## src/chd_pkg.sv

```systemverilog
// package: register map, field positions and types for the card host data-path block
// Functional notes
// - soft reset bit resets all, self-clears, reads zero
// - power bit gives partial reset
// - reset-done flag low during any reset
// - reset done only after card clock seen
// - rx request at level above threshold, drops per word
// - rx requests masked until n reads done
// - full rx fifo pauses card clock
// - tx request at level below threshold after command
// - tx requests masked until n writes done
// - empty tx fifo pauses card clock
// - suspend and resume only for multi-block transfers; suspend also blocks tx requests in single-block writes, resume does nothing
// - command byte field layout from top bit
// - command type and response index codes
// - save mode: level flag zero only when empty
package chd_pkg;
    localparam logic [7:0] OFS_CONTROL = 8'h00;
    localparam logic [7:0] OFS_COMMAND = 8'h04;
    localparam logic [7:0] OFS_BUFFER = 8'h08;
    localparam logic [7:0] OFS_BLOCK_LEN = 8'h0C;
    localparam logic [7:0] OFS_BLOCK_CNT = 8'h10;
    localparam logic [7:0] OFS_DATA = 8'h14;
    localparam logic [7:0] OFS_STATUS = 8'h18;
    localparam logic [7:0] OFS_SUSPEND = 8'h60;
    localparam logic [7:0] OFS_SYSCTL = 8'h64;
    localparam logic [7:0] OFS_RST_STATUS = 8'h68;
    localparam int BIT_SOFT_RESET = 1;
    localparam int BIT_POWER = 11;
    localparam int BIT_SUSPEND = 0;
    localparam int BIT_RESUME = 1;
    localparam int BIT_SAVE = 2;
    localparam int BIT_STOP = 3;
    localparam int BUF_TX_LSB = 8;
    localparam int THR_W = 5;
    localparam int FIFO_DEPTH = 32;
    localparam int FIFO_AW = 5;
    localparam logic [1:0] TYPE_BC = 2'h0;
    localparam logic [1:0] TYPE_BCR = 2'h1;
    localparam logic [1:0] TYPE_AC = 2'h2;
    localparam logic [1:0] TYPE_ADTC = 2'h3;
    localparam logic [2:0] RESP_NONE = 3'h0;
    localparam logic [7:0] CMD_AC_R1B = 8'h29;
    localparam logic [7:0] CMD_HOST_RESP = 8'h40;
    typedef struct packed {
        logic data_direction_bit;
        logic stream_or_host_reply_bit;
        logic [1:0] cmd_type;
        logic busy_expected;
        logic [2:0] resp_index;
    } chd_cmd_byte_t;
    typedef struct packed {
        logic [THR_W-1:0] tx_threshold;
        logic [THR_W-1:0] rx_threshold;
    } chd_thresholds_t;
endpackage

```

## src/chd_top.sv

```systemverilog
// card host data path: resets, dma requests, card clock pause, suspend/resume
//
// The APB register port was decided locally.
`timescale 1ns/1ns
module chd_top #(
    parameter int DATA_W = 16
) (
    input wire logic clk_in,
    input wire logic sys_rst_in,
    input wire logic psel_in,
    input wire logic penable_in,
    input wire logic pwrite_in,
    input wire logic [7:0] paddr_in,
    input wire logic [31:0] pwdata_in,
    output logic [31:0] prdata_out,
    output logic pready_out,
    output logic pslverr_out,
    input wire logic card_clk_in,
    input wire logic [DATA_W-1:0] card_data_in,
    output logic [DATA_W-1:0] card_data_out,
    output logic card_clk_stop_out,
    output logic dma_rx_req_out,
    output logic dma_tx_req_out,
    output logic [7:0] cmd_byte_out
);
    logic clk_s1, clk_s2, clk_s3;
    logic [DATA_W-1:0] din_s1, din_s2;
    logic soft_rst, card_clk_seen, power_on, int_rst;
    logic [15:0] control_reg, block_length_reg, block_count_reg;
    chd_pkg::chd_cmd_byte_t command;
    chd_pkg::chd_thresholds_t thr;
    logic suspend_flag, resume_flag, save_flag, stop_flag;
    logic [DATA_W-1:0] fifo_mem [chd_pkg::FIFO_DEPTH];
    logic [chd_pkg::FIFO_AW-1:0] wr_ptr, rd_ptr;
    logic [chd_pkg::FIFO_AW:0] level;
    logic [chd_pkg::FIFO_AW-1:0] burst_cnt;
    logic burst_mask, xfer_active;
    logic [15:0] word_in_block;
    logic card_edge, fifo_full, fifo_empty, card_push, card_pop, host_push, host_pop;
    logic acc, wr_acc, rd_acc, mapped, fifo_level_flag, is_write_dir;
    logic req_pending, block_end, rx_live;

    // two-flop synchronisers; third flop only for edge finding on the clean copy
    always_ff @(posedge clk_in or posedge sys_rst_in)
    begin
        if (sys_rst_in)
        begin
            clk_s1 <= 1'b0;
            clk_s2 <= 1'b0;
            clk_s3 <= 1'b0;
            din_s1 <= '0;
            din_s2 <= '0;
        end
        else
        begin
            clk_s1 <= card_clk_in;
            clk_s2 <= clk_s1;
            clk_s3 <= clk_s2;
            din_s1 <= card_data_in;
            din_s2 <= din_s1;
        end
    end
    assign card_edge = clk_s2 & ~clk_s3;

    assign acc = psel_in & penable_in;
    assign wr_acc = acc & pwrite_in;
    assign rd_acc = acc & ~pwrite_in;
    assign pready_out = 1'b1;
    always_comb
    begin
        unique case (paddr_in)
            chd_pkg::OFS_CONTROL, chd_pkg::OFS_COMMAND, chd_pkg::OFS_BUFFER,
            chd_pkg::OFS_BLOCK_LEN, chd_pkg::OFS_BLOCK_CNT, chd_pkg::OFS_DATA,
            chd_pkg::OFS_STATUS, chd_pkg::OFS_SUSPEND, chd_pkg::OFS_SYSCTL,
            chd_pkg::OFS_RST_STATUS: mapped = 1'b1;
            default: mapped = 1'b0;
        endcase
    end
    assign pslverr_out = acc & ~mapped;

    // soft reset pulse acts for one cycle on everything below except fifo_mem, which no reset clears, and prdata_out, which only the hardware reset clears
    always_ff @(posedge clk_in or posedge sys_rst_in)
    begin
        if (sys_rst_in)
            soft_rst <= 1'b0;
        else
            soft_rst <= wr_acc && paddr_in == chd_pkg::OFS_SYSCTL
                && pwdata_in[chd_pkg::BIT_SOFT_RESET];
    end

    // clock presence is relearned after a hardware or soft reset; the power-bit reset keeps it
    always_ff @(posedge clk_in or posedge sys_rst_in)
    begin
        if (sys_rst_in)
            card_clk_seen <= 1'b0;
        else if (soft_rst)
            card_clk_seen <= 1'b0;
        else if (card_edge)
            card_clk_seen <= 1'b1;
    end

    always_ff @(posedge clk_in or posedge sys_rst_in)
    begin
        if (sys_rst_in)
            control_reg <= '0;
        else if (soft_rst)
            control_reg <= '0;
        else if (wr_acc && paddr_in == chd_pkg::OFS_CONTROL)
            control_reg <= pwdata_in[15:0];
    end
    assign power_on = control_reg[chd_pkg::BIT_POWER];
    assign int_rst = soft_rst | ~power_on;

    always_ff @(posedge clk_in or posedge sys_rst_in)
    begin
        if (sys_rst_in)
        begin
            thr <= '0;
            block_length_reg <= '0;
            command <= '0;
        end
        else if (int_rst)
        begin
            thr <= '0;
            block_length_reg <= '0;
            command <= '0;
        end
        else if (wr_acc)
        begin
            if (paddr_in == chd_pkg::OFS_BUFFER)
            begin
                thr.rx_threshold <= pwdata_in[chd_pkg::THR_W-1:0];
                thr.tx_threshold <= pwdata_in[chd_pkg::BUF_TX_LSB +: chd_pkg::THR_W];
            end
            if (paddr_in == chd_pkg::OFS_BLOCK_LEN)
                block_length_reg <= pwdata_in[15:0];
            if (paddr_in == chd_pkg::OFS_COMMAND)
                command <= pwdata_in[7:0];
        end
    end
    assign cmd_byte_out = command;
    assign is_write_dir = command.data_direction_bit;

    // suspend/resume control; stop clears itself once no request is outstanding
    assign req_pending = dma_rx_req_out | dma_tx_req_out;
    always_ff @(posedge clk_in or posedge sys_rst_in)
    begin
        if (sys_rst_in)
        begin
            suspend_flag <= 1'b0;
            resume_flag <= 1'b0;
            save_flag <= 1'b0;
            stop_flag <= 1'b0;
        end
        else if (int_rst)
        begin
            suspend_flag <= 1'b0;
            resume_flag <= 1'b0;
            save_flag <= 1'b0;
            stop_flag <= 1'b0;
        end
        else if (wr_acc && paddr_in == chd_pkg::OFS_SUSPEND)
        begin
            suspend_flag <= pwdata_in[chd_pkg::BIT_SUSPEND];
            resume_flag <= pwdata_in[chd_pkg::BIT_RESUME];
            save_flag <= pwdata_in[chd_pkg::BIT_SAVE];
            stop_flag <= stop_flag | pwdata_in[chd_pkg::BIT_STOP];
        end
        else if (stop_flag && !req_pending)
            stop_flag <= 1'b0;
    end

    // block transfer: started by an addressed-with-data command, ended by the count
    assign block_end = card_push | card_pop
        ? (word_in_block + 16'h0001 >= block_length_reg) : 1'b0;
    always_ff @(posedge clk_in or posedge sys_rst_in)
    begin
        if (sys_rst_in)
        begin
            xfer_active <= 1'b0;
            word_in_block <= '0;
            block_count_reg <= '0;
        end
        else if (int_rst)
        begin
            xfer_active <= 1'b0;
            word_in_block <= '0;
            block_count_reg <= '0;
        end
        else if (wr_acc && paddr_in == chd_pkg::OFS_BLOCK_CNT)
            block_count_reg <= pwdata_in[15:0];
        else if (wr_acc && paddr_in == chd_pkg::OFS_COMMAND)
        begin
            xfer_active <= pwdata_in[5:4] == chd_pkg::TYPE_ADTC
                && block_count_reg != 16'h0000;
            word_in_block <= '0;
        end
        else if (block_end)
        begin
            word_in_block <= '0;
            block_count_reg <= block_count_reg - 16'h0001;
            // a suspend only takes hold between blocks of a multi-block run
            if (block_count_reg == 16'h0001 || (suspend_flag && block_count_reg > 16'h0001))
                xfer_active <= 1'b0;
        end
        else if (card_push | card_pop)
            word_in_block <= word_in_block + 16'h0001;
    end

    // shared fifo: card fills it on reads, drains it on writes
    assign fifo_full = level == 6'(chd_pkg::FIFO_DEPTH);
    assign fifo_empty = level == '0;
    assign card_push = xfer_active && !is_write_dir && card_edge && !fifo_full;
    assign card_pop = xfer_active && is_write_dir && card_edge && !fifo_empty;
    assign host_push = wr_acc && paddr_in == chd_pkg::OFS_DATA && !fifo_full;
    assign host_pop = rd_acc && paddr_in == chd_pkg::OFS_DATA && !fifo_empty;
    assign rx_live = xfer_active || !fifo_empty; // words left after the block still drain
    assign card_clk_stop_out = xfer_active && (is_write_dir ? fifo_empty : fifo_full);

    always_ff @(posedge clk_in)
    begin
        if (card_push)
            fifo_mem[wr_ptr] <= din_s2;
        else if (host_push)
            fifo_mem[wr_ptr] <= pwdata_in[DATA_W-1:0];
    end

    always_ff @(posedge clk_in or posedge sys_rst_in)
    begin
        if (sys_rst_in)
        begin
            wr_ptr <= '0;
            rd_ptr <= '0;
            level <= '0;
            card_data_out <= '0;
        end
        else if (int_rst)
        begin
            wr_ptr <= '0;
            rd_ptr <= '0;
            level <= '0;
            card_data_out <= '0;
        end
        else
        begin
            if (card_push | host_push)
                wr_ptr <= wr_ptr + 1'b1;
            if (card_pop | host_pop)
                rd_ptr <= rd_ptr + 1'b1;
            if (card_pop)
                card_data_out <= fifo_mem[rd_ptr];
            level <= level + 6'((card_push | host_push) ? 1 : 0)
                - 6'((card_pop | host_pop) ? 1 : 0);
        end
    end

    // dma requests: one word per request, masked for a burst of threshold+1 words
    always_ff @(posedge clk_in or posedge sys_rst_in)
    begin
        if (sys_rst_in)
        begin
            dma_rx_req_out <= 1'b0;
            dma_tx_req_out <= 1'b0;
            burst_mask <= 1'b0;
            burst_cnt <= '0;
        end
        else if (int_rst || (wr_acc && paddr_in == chd_pkg::OFS_COMMAND))
        begin
            dma_rx_req_out <= 1'b0;
            dma_tx_req_out <= 1'b0;
            burst_mask <= 1'b0;
            burst_cnt <= '0;
        end
        else
        begin
            if (host_pop || host_push)
                dma_rx_req_out <= 1'b0;
            else if (!burst_mask && !stop_flag && rx_live && !is_write_dir && !save_flag
                     && level >= {1'b0, thr.rx_threshold})
                dma_rx_req_out <= 1'b1;
            if (host_push || host_pop || !xfer_active)
                dma_tx_req_out <= 1'b0;
            else if (!burst_mask && !stop_flag && xfer_active && is_write_dir && !suspend_flag
                     && level <= {1'b0, thr.tx_threshold})
                dma_tx_req_out <= 1'b1;
            if (!burst_mask && (next_rx_set() || next_tx_set()))
            begin
                burst_mask <= 1'b1;
                burst_cnt <= '0;
            end
            else if (burst_mask && (is_write_dir ? host_push : host_pop))
            begin
                burst_cnt <= burst_cnt + 1'b1;
                if (burst_cnt == (is_write_dir ? thr.tx_threshold : thr.rx_threshold))
                    burst_mask <= 1'b0;
            end
        end
    end
    function automatic logic next_rx_set();
        return !dma_rx_req_out && !stop_flag && rx_live && !is_write_dir && !save_flag
            && level >= {1'b0, thr.rx_threshold} && !(host_pop || host_push);
    endfunction
    function automatic logic next_tx_set();
        return !dma_tx_req_out && !stop_flag && xfer_active && is_write_dir && !suspend_flag
            && level <= {1'b0, thr.tx_threshold} && !(host_push || host_pop);
    endfunction
    always_comb
    begin
        if (save_flag)
            fifo_level_flag = !fifo_empty;
        else if (is_write_dir)
            fifo_level_flag = level <= {1'b0, thr.tx_threshold};
        else
            fifo_level_flag = level >= {1'b0, thr.rx_threshold};
    end

    always_ff @(posedge clk_in or posedge sys_rst_in)
    begin
        if (sys_rst_in)
            prdata_out <= '0;
        else if (psel_in && !penable_in && !pwrite_in)
        begin
            unique case (paddr_in)
                chd_pkg::OFS_CONTROL: prdata_out <= {16'h0000, control_reg};
                chd_pkg::OFS_COMMAND: prdata_out <= {24'h000000, command};
                chd_pkg::OFS_BUFFER: prdata_out <= {19'h00000, thr.tx_threshold,
                    3'h0, thr.rx_threshold};
                chd_pkg::OFS_BLOCK_LEN: prdata_out <= {16'h0000, block_length_reg};
                chd_pkg::OFS_BLOCK_CNT: prdata_out <= {16'h0000, block_count_reg};
                chd_pkg::OFS_DATA: prdata_out <= {16'h0000, fifo_mem[rd_ptr]};
                chd_pkg::OFS_STATUS: prdata_out <= {24'h000000, level, xfer_active,
                    fifo_level_flag};
                chd_pkg::OFS_SUSPEND: prdata_out <= {28'h0000000, stop_flag, save_flag,
                    resume_flag, suspend_flag};
                chd_pkg::OFS_SYSCTL: prdata_out <= 32'h00000000;
                chd_pkg::OFS_RST_STATUS: prdata_out <= {31'h00000000,
                    card_clk_seen & power_on & ~soft_rst};
                default: prdata_out <= 32'h00000000;
            endcase
        end
    end
endmodule

```

## config.mk

```make
export PLATFORM = sky130hd
export DESIGN_NAME = chd_top
export DESIGN_NICKNAME = d
export VERILOG_FILES = /design/src/chd_pkg.sv /design/src/chd_top.sv
export SDC_FILE = /design/constraint.sdc
export NUM_CORES = 1
export LEC_CHECK = 0
export ABC_AREA = 1
export BUFFER_PORTS_ARGS = -buffer_cell sky130_fd_sc_hd__buf_2
export CAP_MARGIN = 30
export CORE_ASPECT_RATIO = 0.8
export CORE_MARGIN = 2
export CORE_UTILIZATION = 62
export CTS_CLUSTER_DIAMETER = 50
export DETAILED_ROUTE_END_ITERATION = 6
export PLACE_DENSITY = 0.8
export SYNTH_ARGS = -nofsm -noshare
export SYNTH_HDL_FRONTEND = slang
export SYNTH_SLANG_ARGS = --single-unit
export TNS_END_PERCENT = 5
```

## constraint.sdc

```tcl
create_clock -name clk_in -period 6.85 [get_ports clk_in]
set_input_delay 1.37 -clock clk_in [delete_from_list [all_inputs] [get_ports clk_in]]
set_output_delay 1.37 -clock clk_in [all_outputs]
set_load 0.05 [all_outputs]
```

* Word-level counts from Yosys, hierarchy flattened
Memories as Yosys holds them, arrays and structs flattened.
Index checks and enable logic that the tools add are counted.
** Operators by class
- Add/sub/neg operators :: 7
- $lt $le $gt $ge :: 4
- Eq/ne operators :: 15
- Muxes and demuxes :: 72
- Bitwise logic cells :: 19
- Reduce and logical (&&, ||, !) cells :: 95
** Operators by type and width (count)
- 2-to-1 mux 16 bit :: 17
- case mux 16 bit (9 select lines) :: 1
- logical AND 1 bit :: 45
- 2-to-1 mux 5 bit :: 8
- 2-to-1 mux 1 bit :: 39
- 2-to-1 mux 10 bit :: 3
- == test 8 x 5 -> 1 bit, second input constant :: 3
- == test 8 x 7 -> 1 bit, second input constant :: 3
- 2-to-1 mux 8 bit :: 3
- nonzero test 3 bit :: 8
- nonzero test 2 bit :: 10
- adder 16 x 1 -> 16 bit, second input constant :: 1
- == test 16 x 1 -> 1 bit, second input constant :: 1
- == test 8 x 4 -> 1 bit, second input constant :: 2
- >= comparator 16 bit :: 1
- greater-than comparator 16 x 1 -> 1 bit, second input constant :: 1
- nonzero test 16 bit :: 1
- subtractor 16 x 1 -> 16 bit, second input constant :: 1
- adder 5 x 1 -> 5 bit, second input constant :: 3
- logical NOT 1 bit :: 14
- AND reduction 2 bit :: 6
- OR reduction 10 bit :: 1
- == test 8 x 3 -> 1 bit, second input constant :: 1
- logical NOT 8 bit :: 1
- 17 further kinds :: 38
** Word-level totals
- Register bits after elaboration :: 196
- RAM bits :: 512
- Output and inout port bits :: 61
- Logic and storage cells :: 245
- Memories kept :: 1
** Memory list
- fifo_mem :: depth 32, width 16, rd ports 1, clocked after Yosys merged registers in 0, wr ports 1, RTL line chd_top.sv:33 : logic [DATA_W-1:0] fifo_mem [chd_pkg::FIFO_DEPTH];

* Longest topological paths before layout
- Word-level depth :: 12
- Depth in mapped cells :: 18
- Gate-level depth less buffers :: 18

* Worst setup path before layout
OpenSTA, ideal clock, no wires.
- Kind :: input-to-output
- From :: input paddr_in[7]
- To :: output pslverr_out
- Arrival time :: 3.385 ns
- Required time :: 5.480 ns
- Path slack :: 2.095 ns
- Stages on the path :: 6
- Cells stage by stage :: inv_1 > nand3_1 > inv_2 > nand2_1 > nand3_1 > nor4_1
** Between the ends
- Word-level cells in the longest chain between the ends :: 5
** RTL lines
- start: declaration :: RTL line chd_top.sv:13 : input wire logic [7:0] paddr_in,
- == test 8 x 7 -> 1 bit (tied with other cells) :: RTL line chd_top.sv:71 : unique case (paddr_in)
- OR reduction 10 bit (*) :: RTL line chd_top.sv:71
- 2-to-1 mux 1 bit (*) :: RTL line chd_top.sv:71
- NOT 1 bit (*) :: RTL line chd_top.sv:79 : assign pslverr_out = acc & ~mapped;
- bitwise AND 1 bit (*) :: RTL line chd_top.sv:79
- end: declaration :: RTL line chd_top.sv:17 : output logic pslverr_out,
Mark *: on every way between the ends. The rest lies on a longest branch, timed or not.

* Worst setup path after layout
- From :: input paddr_in[5]
- To :: register level[4] (netlist bit)
** Between the ends
- Word-level cells in the longest chain between the ends :: 8
** RTL lines
- == test 8 x 5 -> 1 bit (*) :: RTL line chd_top.sv:215, chd_top.sv:216
- logical AND 1 bit (2 in a row) :: RTL line chd_top.sv:215 : assign host_push = wr_acc && paddr_in == chd_pkg::OFS_DATA && !fifo_full;
- bitwise OR 1 bit :: RTL line chd_top.sv:252 : level <= level + 6'((card_push | host_push) ? 1 : 0)
- 2-to-1 mux 1 bit :: RTL line chd_top.sv:252
- adder 6 x 1 -> 6 bit :: RTL line chd_top.sv:252
- subtractor 6 x 1 -> 6 bit (*) :: RTL line chd_top.sv:253 : - 6'((card_pop | host_pop) ? 1 : 0);
- 2-to-1 mux 6 bit (*) :: RTL line chd_top.sv:237 : else if (int_rst)
- end signal: assignment :: RTL line chd_top.sv:252
- end: declaration :: RTL line chd_top.sv:35 : logic [chd_pkg::FIFO_AW:0] level;
Marks and branches as above.
A chain may end at the register's enable or synchronous reset.

==> impl_metrics.py <==
metrics = {
    "worst_hold_path": {
        "hold_class": "flop to flop",
    },
    "clock_network": {
        "cts.clk_slew.worst_paths_ns": 0.06,
        "cts.path.max_buffers": 3,
        "cts.sink_count": 692,
        "clock_latency_ns": 0.63,
        "hold_buffers": 0,
        "post_cts_buffers": 0,
        "numCtsBuffers": 69,
        "cts_resized": 0,
        "root_buffer": "clkbuf_16",
        "htreeDepth": 3,
        "cts_tree": "built",
    },
    "final_layout": {
        "nets": 3179,
        "utilization_pct": 70.0,
        "layout_common_cells": "681 x nand2_1, 512 x edfxtp_1, 434 x nor2_1",
        "largest_reg_flops": 512,
        "syn2layout_area_growth_pct": 11.3,
        "layout_commonest_cell": "nand2_1",
        "finalNonFillerCells": 3755,
        "drive_gt1_share_pct": 10.7,
        "n_fill_cell": 3412,
        "top_register": "fifo_mem",
        "n_antenna_cell": 0,
    },
    "synthesis": {
        "synth.distinct_cells": 47,
        "synth_ff_type": "edfxtp_1",
        "yosys.area.top_type": "edfxtp_1",
        "synth.area.top_cells": "edfxtp_1 50%, dfrtp_1 15%, nand2_1 8.4%",
        "yosysSeqAreaShare_pct": 65.2,
        "async_flop_share_pct": 26.0,
        "syn_inst": 2980,
        "synth_seq_cells": 692,
        "yosysWarnings": 0,
        "avgSynthCellArea_um2": 10.2,
        "synth_edf_count": 512,
        "synth.cell_area_um2": 30500,
        "synth_top_area_share_pct": 50.4,
    },
    "worst_setup_path": {
        "path_class": "input pin to flop",
        "path_buf_inv": 4,
        "crit_path_top_delay_cell": "nor2_2",
        "required_ns": 7.38,
        "critical_path.max_stage_delay_ns": 0.72,
        "crit_family": "simple AND/OR/NAND/NOR gates",
        "crit_arrival_ns": 4.83,
        "end_kind": "flop",
        "cp_max_fo": 13,
        "path_cells": "buf_2, nor2_2, nand3_2, nor2_2, nand3_2, nand2_2, inv_1, ha_1, inv_1, ha_1, inv_1, fa_1, nor2_1, o21ai_0, nand2_1, o21ai_0, a21oi_1",
        "crit_top_cell": "inv_1",
        "start_kind": "input pin",
    },
    "route": {
        "num_vias": 22654,
        "post-route-drc-count": 0,
        "via_per_inst": 6.03,
        "dr.first_iter.drc_count": 2980,
        "dr.pass1.iters": 7,
        "postRouteWirelength_mm": 84.1,
        "wire_per_inst_um": 22.4,
        "ant_nets": 0,
    },
    "timing": {
        "rsz0062_at_grt": "false",
        "min_period_over_period_pct": 62.7,
        "slew_headroom_pct": 33.8,
        "tightest_slew_ns": 0.990,
        "fin_crit_ns": 4.30,
        "max_freq_mhz": 233,
        "hold_viol_final": 0,
        "setup-tns-final_ns": 0,
        "fin_skew_ns": 0.0270,
        "slew_violations": 0,
        "finalSetupViolations": 0,
    },
    "power": {
        "intPower_w": 0.00678,
        "leakage_nw": 13.7,
        "clockPowerShare_pct": 44.7,
        "vdd_drop_max_mv": 0.185,
        "p_comb_share_pct": 2.5,
        "switching_share_pct": 21.0,
        "power_density_nw_per_um2": 253,
        "power.switching_w": 0.00180,
        "p_seq_share_pct": 52.8,
    },
    "global_routing": {
        "grt_overflow": 0,
        "grt_pass1_vias": 21270,
        "grt_max_degree": 136,
        "grt_pass1_wl_mm": 126,
        "globalRouteTotalUtil_pct": 33.3,
        "antenna_found_initial": 1,
    },
    "die": {
        "rows": 72,
        "die_x_um": 252,
        "initial_core_util_pct": 62.9,
        "die_area_um2": 51000,
        "core_um2": 48500,
        "die-height_um": 202,
        "io_pins": 123,
    },
    "placed_design": {
        "numPlacedInstances": 3627,
        "gp_congestion": 0.989,
        "hpwl_mm": 53.1,
        "io_buffers": 89,
    },
    "outcome": {
        "status": "completed",
    },
    "flow_run": {
        "cap_violations": 0,
    },
}
-- final timing paths --
| path | cells after the start | slack (ns) | start | to |
|---|---|---|---|---|
| min reg2reg | 0 | 0.35 | din_s1[2]$_DFF_PP0_ | din_s2[2]$_DFF_PP0_ |
| min in group asynchronous | 2 | 0.78 | sys_rst_in | clk_s1$_DFF_PP0_ |
| max | 17 | 2.55 | paddr_in[5] | level[4]$_DFF_PP0_ |
| max in group asynchronous | 3 | 4.67 | sys_rst_in | rd_ptr[1]$_DFFE_PP0P_ |
| min | 0 | 0.35 | din_s1[2]$_DFF_PP0_ | din_s2[2]$_DFF_PP0_ |
| max reg2reg | 12 | 3.20 | rd_ptr[1]$_DFFE_PP0P_ | prdata_out[11]$_DFFE_PP0P_ |
-- metrics by stage --
stage          total power (W)  cell area (µm²)  hold slack (ns)  setup WS (ns)
2_1_floorplan          0.00475            30600            0.331          0.593
5_1_grt                0.00877            33900            0.354           2.33
6_report               0.00858            33900            0.349           2.55
4_1_cts                0.00859            33900            0.348           2.68
3_3_place_gp           0.00482            31500            0.336           2.07
3_5_place_dp           0.00483            31600            0.335           2.07
-- synth_stat cells, types with 2 or more instances --
cell and count:
nand2_1 681, edfxtp_1 512, nor2_1 434, nand3_1 298, o21ai_0 247, dfrtp_1 180, inv_1 158, a21oi_1 63
clkbuf_1 55, buf_2 45, ha_1 44, o21ai_1 38, buf_4 24, o22ai_1 24, nand4_1 23, xor2_1 19
nor3_1 18, buf_1 16, buf_6 12, inv_2 12, o211ai_1 11, nor2_2 9, o22ai_2 9, nand2_2 7
nand3_2 7, xnor2_1 6, clkinv_1 3, a31oi_1 2, conb_1 2, inv_4 2, nor4_1 2, o21ai_4 2
-- layer usage --
| metal | up-vias | routed length (µm) | track usage [%] | share of wire (%) |
|---|---|---|---|---|
| met2 | 1339 | 37100 | 48.8 | 44 |
| met1 | 10871 | 34800 | 50.0 | 41 |
| met5 | - | 0 | 0 | 0 |
| met3 | 157 | 9670 | 7.15 | 11 |
| li1 | 10287 | - | - | - |
| met4 | 0 | 2570 | 10.9 | 3.0 |
-- cells by family after synthesis --
| logic type | count (synthesis) | share of synthesized area, % |
|---|---|---|
| adders and majority gates | 45 | 1.87 |
| other | 2 | 0.0246 |
| xor gates and xnor gates | 25 | 0.718 |
| AOI/OAI and AO/OA | 402 | 7.17 |
| buffers and inverters | 328 | 4.83 |
| DFF | 692 | 65.2 |
| and+or+nand+nor | 1486 | 20.2 |
-- power groups by stage --
| stage | Sequential, W | Combinational [W] | Clock, W |
|---|---|---|---|
| after floorplan | 0.00462 | 0.000123 | 0 |
| after global placement | 0.00462 | 0.000203 | 0 |
| after detailed placement | 0.00462 | 0.000210 | 0 |
| after CTS | 0.00453 | 0.000211 | 0.00385 |
| after global routing | 0.00453 | 0.000230 | 0.00401 |
| final | 0.00453 | 0.000214 | 0.00384 |
-- final cells by class --
| cell class | instances | area, µm² | area share [%] |
|---|---|---|---|
| flip-flops and latches | 692 | 19900 | 58.6 |
| clock inverters | 39 | 377 | 1.11 |
| well taps | 629 | 787 | 2.32 |
| multi-input cells | 1975 | 9260 | 27.3 |
| clock buffers | 86 | 1910 | 5.62 |
| repair buffers | 159 | 1050 | 3.09 |
| inverters | 175 | 672 | 1.98 |
Power figures use the tool's default switching activity.
